File: src/gclm_pkg.sv
package gclm_pkg;
    // register byte offsets
    localparam logic [7:0] gclm_off_mode = 8'h00;
    localparam logic [7:0] gclm_off_load = 8'h04;
    localparam logic [7:0] gclm_off_hold = 8'h08;
    localparam logic [7:0] gclm_off_cmd = 8'h0c;
    localparam logic [7:0] gclm_off_status = 8'h10;
    localparam logic [7:0] gclm_off_count = 8'h14;
    localparam logic [15:0] gclm_mode_reset = 16'h0800;
    // mode word fields
    localparam int gclm_mode_lsb = 13;
    localparam int gclm_reload_sel_pos = 6;
    localparam int gclm_repeat_pos = 5;
    // operating mode codes, mode word bits 15:13
    localparam logic [2:0] gclm_m_none = 3'h0;
    localparam logic [2:0] gclm_m_oneshot = 3'h1;
    localparam logic [2:0] gclm_m_gatesel = 3'h2;
    localparam logic [2:0] gclm_m_fsk = 3'h3;
    localparam logic [2:0] gclm_m_hwsave = 3'h4;
    // command register bits
    localparam int gclm_cmd_load = 0;
    localparam int gclm_cmd_arm = 1;
    localparam int gclm_cmd_disarm = 2;
    localparam int gclm_cmd_reset = 3;
    // status bits
    localparam int gclm_st_armed = 0;
    localparam int gclm_st_running = 1;
    localparam int gclm_st_tc = 2;
    localparam int gclm_st_retrig = 3;
    typedef enum logic [1:0] {
        gclm_idle = 2'b00,
        gclm_run = 2'b01,
        gclm_retrig = 2'b10
    } gclm_phase_e;
endpackage : gclm_pkg

File: src/gclm_counter.sv
module gclm_counter
    import gclm_pkg::*;
(
    input wire logic clk,
    input wire logic rstn,
    input wire logic gate,
    input wire logic source,
    input wire logic [7:0] s_axi_awaddr,
    input wire logic s_axi_awvalid,
    output logic s_axi_awready,
    input wire logic [31:0] s_axi_wdata,
    input wire logic [3:0] s_axi_wstrb,
    input wire logic s_axi_wvalid,
    output logic s_axi_wready,
    output logic [1:0] s_axi_bresp,
    output logic s_axi_bvalid,
    input wire logic s_axi_bready,
    input wire logic [7:0] s_axi_araddr,
    input wire logic s_axi_arvalid,
    output logic s_axi_arready,
    output logic [31:0] s_axi_rdata,
    output logic [1:0] s_axi_rresp,
    output logic s_axi_rvalid,
    input wire logic s_axi_rready,
    output logic terminal_count
);
    ////////////////////////////////////////////////////////////////////////////////
    typedef struct packed {
        logic aw_got;
        logic [7:0] aw_addr;
        logic w_got;
        logic [31:0] w_data;
        logic [3:0] w_strb;
        logic bvalid;
        logic [1:0] bresp;
        logic rpend;
        logic [7:0] raddr;
        logic rvalid;
        logic [1:0] rresp;
        logic [31:0] rdata;
        logic [15:0] counter_mode_word;
        logic [15:0] count;
        logic armed;
        gclm_phase_e phase;
        logic tc;
        logic tc_seen;
        logic retrig_seen;
        logic gate_q;
        logic src_q;
        logic awready;
        logic wready;
        logic arready;
    } gclm_state_s;

    gclm_state_s st;
    gclm_state_s next_st;

    logic mem_we;
    logic mem_waddr;
    logic [15:0] mem_wdata;
    logic [15:0] mem_rdata;
    logic [15:0] load_word;
    logic [15:0] hold_word;

    function automatic logic [2:0] mode_of(input logic [15:0] w);
        mode_of = w[15:gclm_mode_lsb];
    endfunction : mode_of

    function automatic logic gate_sel(input logic [15:0] w);
        gate_sel = (mode_of(w) == gclm_m_gatesel) || (mode_of(w) == gclm_m_fsk);
    endfunction : gate_sel

    function automatic logic edge_started(input logic [15:0] w);
        edge_started = (mode_of(w) == gclm_m_oneshot) || (mode_of(w) == gclm_m_hwsave);
    endfunction : edge_started

    // read port follows the address as it is taken, so data is ready a cycle later
    gclm_regs u_regs (
        .clk(clk),
        .rstn(rstn),
        .we(mem_we),
        .waddr(mem_waddr),
        .wdata(mem_wdata),
        .raddr(next_st.raddr == gclm_off_hold),
        .rdata(mem_rdata),
        .load_word(load_word),
        .hold_word(hold_word)
    );

    ////////////////////////////////////////////////////////////////////////////////
    logic gate_rise;
    logic src_rise;
    logic do_write;
    logic [2:0] mode;
    logic [15:0] reload_val;
    logic [15:0] cmd_bits;
    logic cmd_load;
    logic cmd_arm;
    logic cmd_disarm;
    logic cmd_reset;
    logic host_mem_we;
    logic [31:0] rd_word;
    logic hold_we;
    logic tc_event;

    always_comb begin
        next_st = st;
        mode = mode_of(st.counter_mode_word);
        gate_rise = gate && !st.gate_q;
        src_rise = source && !st.src_q;
        next_st.gate_q = gate;
        next_st.src_q = source;
        hold_we = gate_rise && st.armed && edge_started(st.counter_mode_word);
        tc_event = 1'b0;
        mem_we = 1'b0;
        mem_waddr = 1'b0;
        mem_wdata = 16'h0000;
        host_mem_we = 1'b0;
        rd_word = 32'h0000_0000;

        // bus write channel: address and data in either order
        if (s_axi_awvalid && !st.aw_got) begin
            next_st.aw_got = 1'b1;
            next_st.aw_addr = s_axi_awaddr;
        end
        if (s_axi_wvalid && !st.w_got) begin
            next_st.w_got = 1'b1;
            next_st.w_data = s_axi_wdata;
            next_st.w_strb = s_axi_wstrb;
        end
        // a load write waits one cycle while a gate edge uses the hold port
        do_write = st.aw_got && st.w_got && !st.bvalid
            && !(hold_we && st.aw_addr == gclm_off_load);
        cmd_bits = (do_write && st.aw_addr == gclm_off_cmd && st.w_strb[0])
            ? st.w_data[15:0] : 16'h0000;
        cmd_load = cmd_bits[gclm_cmd_load];
        cmd_arm = cmd_bits[gclm_cmd_arm];
        cmd_disarm = cmd_bits[gclm_cmd_disarm];
        cmd_reset = cmd_bits[gclm_cmd_reset];

        // reload source choice
        if (!st.counter_mode_word[gclm_reload_sel_pos]) begin
            reload_val = load_word;
        end else if (gate_sel(st.counter_mode_word)) begin
            reload_val = gate ? hold_word : load_word;
        end else begin
            reload_val = load_word;
        end

        if (do_write) begin
            next_st.aw_got = 1'b0;
            next_st.w_got = 1'b0;
            next_st.bvalid = 1'b1;
            next_st.bresp = 2'b00;
            unique case (st.aw_addr)
                gclm_off_mode: begin
                    if (st.w_strb[0]) begin
                        next_st.counter_mode_word[7:0] = st.w_data[7:0];
                    end
                    if (st.w_strb[1]) begin
                        next_st.counter_mode_word[15:8] = st.w_data[15:8];
                    end
                end
                gclm_off_load: begin
                    host_mem_we = 1'b1;
                end
                gclm_off_cmd, gclm_off_status, gclm_off_count, gclm_off_hold: begin
                end
                default: next_st.bresp = 2'b10;
            endcase
        end
        if (st.bvalid && s_axi_bready) begin
            next_st.bvalid = 1'b0;
        end

        ////////////////////////////////////////////////////////////////////////////////
        // counting engine
        if (hold_we) begin
            if (st.phase == gclm_idle || mode == gclm_m_oneshot) begin
                // one-shot retrigger, or start of save mode
                next_st.phase = (mode == gclm_m_oneshot) ? gclm_retrig : gclm_run;
            end
            mem_we = 1'b1;
            mem_waddr = 1'b1;
            mem_wdata = st.count;
            next_st.retrig_seen = 1'b1;
        end

        if (src_rise) begin
            if (st.tc) begin
                next_st.count = st.count - 16'h0001;
                next_st.tc = 1'b0;
            end else if (st.phase == gclm_retrig) begin
                next_st.count = load_word;
                next_st.phase = gclm_run;
            end else if ((st.phase == gclm_run && edge_started(st.counter_mode_word))
                || (st.armed && gate_sel(st.counter_mode_word))) begin
                if (st.count == 16'h0001) begin
                    next_st.tc = 1'b1;
                    next_st.tc_seen = 1'b1;
                    tc_event = 1'b1;
                    next_st.count = reload_val;
                    unique case (mode)
                        gclm_m_oneshot, gclm_m_hwsave: begin
                            next_st.phase = gclm_idle;
                            next_st.count = load_word;
                        end
                        gclm_m_gatesel: begin
                            if (st.phase == gclm_run) begin
                                next_st.armed = 1'b0;
                                next_st.phase = gclm_idle;
                            end else begin
                                next_st.phase = gclm_run;
                            end
                        end
                        default: begin
                        end
                    endcase
                end else begin
                    next_st.count = st.count - 16'h0001;
                end
            end
        end

        // commands
        if (cmd_load) begin
            next_st.count = reload_val;
        end
        if (cmd_arm) begin
            next_st.armed = 1'b1;
            if (mode == gclm_m_gatesel) begin
                next_st.phase = gclm_idle;
            end
        end
        if (cmd_disarm) begin
            next_st.armed = 1'b0;
            next_st.phase = gclm_idle;
        end
        if (cmd_reset) begin
            next_st.counter_mode_word = gclm_mode_reset;
            next_st.armed = 1'b0;
            next_st.phase = gclm_idle;
        end
        if (host_mem_we && !mem_we) begin
            mem_we = 1'b1;
            mem_waddr = 1'b0;
            mem_wdata = st.w_data[15:0];
        end
        if (do_write && st.aw_addr == gclm_off_status) begin
            // write one to clear; a new event in the same cycle wins
            if (st.w_data[gclm_st_tc] && !tc_event) begin
                next_st.tc_seen = 1'b0;
            end
            if (st.w_data[gclm_st_retrig] && !hold_we) begin
                next_st.retrig_seen = 1'b0;
            end
        end

        ////////////////////////////////////////////////////////////////////////////////
        // bus read channel
        if (s_axi_arvalid && !st.rpend && !st.rvalid) begin
            next_st.rpend = 1'b1;
            next_st.raddr = s_axi_araddr;
        end
        if (st.rpend) begin
            next_st.rpend = 1'b0;
            next_st.rvalid = 1'b1;
            next_st.rresp = 2'b00;
            unique case (st.raddr)
                gclm_off_mode: rd_word = {16'h0000, st.counter_mode_word};
                gclm_off_load, gclm_off_hold: rd_word = {16'h0000, mem_rdata};
                gclm_off_cmd: rd_word = 32'h0000_0000;
                gclm_off_status: rd_word = {28'h0000000, st.retrig_seen, st.tc_seen,
                    (st.phase != gclm_idle) || (st.armed && gate_sel(st.counter_mode_word)),
                    st.armed};
                gclm_off_count: rd_word = {16'h0000, st.count};
                default: next_st.rresp = 2'b10;
            endcase
            next_st.rdata = rd_word;
        end
        if (st.rvalid && s_axi_rready) begin
            next_st.rvalid = 1'b0;
        end
        next_st.awready = !next_st.aw_got;
        next_st.wready = !next_st.w_got;
        next_st.arready = !next_st.rpend && !next_st.rvalid;
    end

    always_ff @(posedge clk or negedge rstn) begin
        if (!rstn) begin
            st <= '0;
            st.counter_mode_word <= gclm_mode_reset;
            st.awready <= 1'b1;
            st.wready <= 1'b1;
            st.arready <= 1'b1;
        end else begin
            st <= next_st;
        end
    end

    // one-cycle delay between rpend and rvalid lets the memory read settle
    assign s_axi_awready = st.awready;
    assign s_axi_wready = st.wready;
    assign s_axi_bvalid = st.bvalid;
    assign s_axi_bresp = st.bresp;
    assign s_axi_arready = st.arready;
    assign s_axi_rvalid = st.rvalid;
    assign s_axi_rresp = st.rresp;
    assign s_axi_rdata = st.rdata;
    assign terminal_count = st.tc;
endmodule : gclm_counter

File: src/gclm_regs.sv
// small register memory: load and hold words, registered read
module gclm_regs
    import gclm_pkg::*;
(
    input wire logic clk,
    input wire logic rstn,
    input wire logic we,
    input wire logic waddr,
    input wire logic [15:0] wdata,
    input wire logic raddr,
    output logic [15:0] rdata,
    output logic [15:0] load_word,
    output logic [15:0] hold_word
);
    logic [15:0] mem [2];

    always_ff @(posedge clk or negedge rstn) begin
        if (!rstn) begin
            mem[0] <= 16'h0000;
            mem[1] <= 16'h0000;
            rdata <= 16'h0000;
        end else begin
            if (we) begin
                mem[waddr] <= wdata;
            end
            rdata <= mem[raddr];
        end
    end

    assign load_word = mem[0];
    assign hold_word = mem[1];
endmodule : gclm_regs

File: config.mk
export PLATFORM = sky130hd
export DESIGN_NAME = gclm_counter
export DESIGN_NICKNAME = d
export VERILOG_FILES = /design/src/gclm_pkg.sv /design/src/gclm_counter.sv /design/src/gclm_regs.sv
export SDC_FILE = /design/constraint.sdc
export NUM_CORES = 1
export LEC_CHECK = 0
export BUFFER_PORTS_ARGS = -buffer_cell sky130_fd_sc_hd__buf_2
export CAP_MARGIN = 20
export CORE_MARGIN = 2
export CORE_UTILIZATION = 50
export CTS_CLUSTER_SIZE = 25
export DETAILED_ROUTE_END_ITERATION = 12
export GPL_ROUTABILITY_DRIVEN = 0
export PLACE_DENSITY_LB_ADDON = 0.12
export SYNTH_ARGS = -nofsm -noshare
export SYNTH_HDL_FRONTEND = slang
export SYNTH_SLANG_ARGS = --single-unit
File: constraint.sdc
create_clock -name clk -period 2.75 [get_ports clk]
set_clock_uncertainty 0.05 [all_clocks]
set_input_delay 0.1375 -clock clk [delete_from_list [all_inputs] [get_ports clk]]
set_output_delay 0.1375 -clock clk [all_outputs]
set_load 0.02 [all_outputs]
==> results.yml <==
cts:
  cts_resized: 0
  numCtsBuffers: 17
  clock_latency_ns: 0.43
  h-tree-depth: 4
  clock_sinks: 148
  cts_tree: "built"
  clockBufferDepth: 2
  ctsRootBufferMaster: "clkbuf_16"
  clkTransAtPathRegs_ns: 0.06
cells_and_area:
  syn2layout_area_growth_pct: 20.5
  nets: 881
  drive_gt1_frac: 0.261
  layout_commonest_cell: "dfrtp_1"
  antenna_cells: 0
  fin_cells: 1015
  layout_common_cells: "dfrtp_1, nand2_1, buf_2"
  final_cell_area_mm2: 0.00895
synth:
  async_flop_share: 1.00
  synthTopCellsByArea: "dfrtp_1, mux2_2, nand2_1"
  yosys_warnings: 0
  yosysTopAreaCell: "dfrtp_1"
  ys_ff_latch: 148
  syn_area_per_cell_um2: 10.4
  ys_seq_area_frac: 0.500
  synth_edf_count: 0
  postSynthCellCount: 717
  synth.top_cell.area_share: 0.486
  synth.distinct_cells: 67
  synthesis.area_mm2: 0.00742
  synth_ff_type: "dfrtp_1"
critical_path:
  max_stage_delay_ns: 0.48
  cp.required_ns: 3.04
  reg2reg_depth: 8
  worstSetupPathType: "flip-flop to flip-flop"
  path_buf_inv: 1
  cpLargestDelayFamily: "simple AND/OR/NAND/NOR gates"
  r2r_slack_ns: 0.12
  cp_max_fo: 5
  end_kind: "flip-flop"
  crit_path_cell_trace: "inv_1 > ha_1 > nor4b_1 > and4_1 > o211ai_1 > nor2_1 > a221oi_1 > a21oi_1"
  setup.worst_path.start_class: "flip-flop"
  r2r-end: "st[12]$_DFFE_PN0P_"
  arrival_ns: 2.92
  crit_slowest_cell: "nor2_1"
  rr_startpoint: "st[12]$_DFFE_PN0P_"
timing:
  final.setup.tns_ns: 0
  fin_crit_sh: 0.955
  maxSlewHeadroom: 0.338
  max_freq_mhz: 381
  rsz0062_at_grt: "false"
  min_period_ns: 2.63
  timing_hold_violations_final: 0
  worstMarginPinSlew_ns: 0.982
  setup_viol: 0
  report.final.slew_viol_count: 0
  timing.hold.ws_ns: 0.121
  timing.final.ws_setup_ns: 0.124
route:
  post_drt_wl_per_cell_um: 19.3
  num_vias: 6025
  drt-pass1-iter-count: 6
  viasPerCell: 5.94
  drt_iter0_drc: 606
  finalWirelength_mm: 19.6
  final_antenna_net_count: 0
  drc: 0
global_routing:
  grt_overflow_total: 0
  track_usage: 0.257
  grt_antenna_before_repair: 0
  grt_max_degree: 52
  grt_pass1_vias: 5776
  grt_pass1_wl_mm: 31.5
place:
  placed_cell_area_mm2: 0.00792
  post-place-ws_ns: 0.218
  dpl.hpwl_mm: 13.7
  portBuffers: 66
  dp.cells: 942
floorplanning:
  die_h_um: 126
  die_area_mm2: 0.0158
  ios: 103
  start_util: 0.511
  fp.dieW_um: 126
  rows: 44
  coreArea_mm2: 0.0145
min_path:
  holdCritPathClass: "input port to flip-flop"
  holdPathStages: 3
  hold_path_startpoint: "s_axi_arvalid"
  min_to: "st[86]$_DFF_PN0_"
power_and_ir_drop:
  power_density_mw_per_mm2: 879
  ir_drop_uv: 463
  leakagePower_nw: 4.05
status:
  outcome: "finished clean"
run:
  drv_cap: 0
-- worst max-delay path by stage --
| stage | cells after the start | to | start | slack [ns] |
|---|---|---|---|---|
| after global routing | 6 | st[12]$_DFFE_PN0P_ | mode[0]$_DFFE_PN0P_ | 0.03 |
| after CTS | 8 | st[12]$_DFFE_PN0P_ | st[12]$_DFFE_PN0P_ | 0.20 |
| after global placement | 6 | st[12]$_DFFE_PN0P_ | mode[0]$_DFFE_PN0P_ | 0.22 |
| after floorplan | 7 | u_regs.rdata[10]$_DFF_PN0_ | s_axi_rvalid$_DFF_PN0_ | 0.14 |
| final | 8 | st[12]$_DFFE_PN0P_ | st[12]$_DFFE_PN0P_ | 0.12 |
| after detailed placement | 8 | st[13]$_DFFE_PN0P_ | st[12]$_DFFE_PN0P_ | 0.22 |
-- through the flow --
step	total power [W]	util
global route	0.00829	0.616
CTS	0.00788	0.616
global placement	0.00532	0.545
floorplan	0.00473	-
finish	0.00786	0.616
detailed placement	0.00541	0.545
-- state kept, by name, indices dropped and copies added (netlist names) --
signal            flops
terminal_count        1
s_axi_arready         1
s_axi_rdata          16
u_regs.rdata         16
s_axi_bresp           1
s_axi_bvalid          1
u_regs.load_word     16
u_regs.hold_word     16
s_axi_rvalid          1
s_axi_rresp           1
mode                  3
st                   73
s_axi_awready         1
s_axi_wready          1
-- cells by family (layout without fill, tap and decap cells) --
group,after synthesis,count (layout),synth area share
AND/OR/NAND/NOR,206,206,0.142
AO/OA/AOI/OAI,165,165,0.154
flip-flops,148,148,0.500
buffers and inverters,111,208,0.0775
multiplexers,74,74,0.111
XOR/XNOR,10,10,0.0118
adder cells (fa/ha/maj),2,2,0.00337
other,1,18,0.000505
-- final cells by class --
type                            count  area [um2]
Clock buffer                       21         470
Clock inverter                     11         150
Fill cell                        1194        5590
Inverter                           33         124
Multi-Input combinational cell    475        3210
Sequential cell                   148        3710
Tap cell                          184         230
Timing Repair Buffer              143        1050
-- per-layer routing --
metal  share of wire  track usage  vias up
li1                -            -     2764
met1            0.44        0.361     2930
met2            0.46        0.396      295
met3           0.085       0.0548       36
met4           0.022       0.0957        0
met5               0            0        -
-- synth_stat cells, types with 4 or more instances --
cell type and count:
nand2_1 98, nor3_1 16, o31ai_1 7, dfrtp_1 144, or3_1 4, and3b_1 5, o21ai_0 28, a31oi_1 9
o211ai_1 7, mux2i_1 10, and3_1 6, mux2_2 63, xor2_1 7, buf_2 7, nor2b_1 6, nor4_1 6
buf_4 38, dfstp_2 4, a221oi_1 10, o22ai_1 22, a22o_1 15, nand3_1 8, nand2b_1 4, clkbuf_1 32
nor2_1 26, a21oi_1 28, a21o_1 4, nand4_1 5, inv_1 32, a222oi_1 12
-- tightest hold or removal path, delay by kind of cell --
| kind | cells | cell delay, ns |
|---|---|---|
| buffers and inverters | 2 | 0.28 |
| AND/OR/NAND/NOR | 1 | 0.12 |
-- report_power, final --
group	internal (W)	switching [W]	total [W]	leakage, nW
combinational	0.000973	0.00104	0.00201	1.85
sequential	0.00278	0.000661	0.00344	1.91
clock	0.00150	0.000913	0.00241	0.288
total	0.00525	0.00261	0.00786	4.05
-- repair_timing --
action | CTS | global route
hold buffers | 41 | 0
hold endpoints to repair | 88 | 0
setup buffers | 0 | 0
Note: power is estimated with default switching activity, not from simulation.
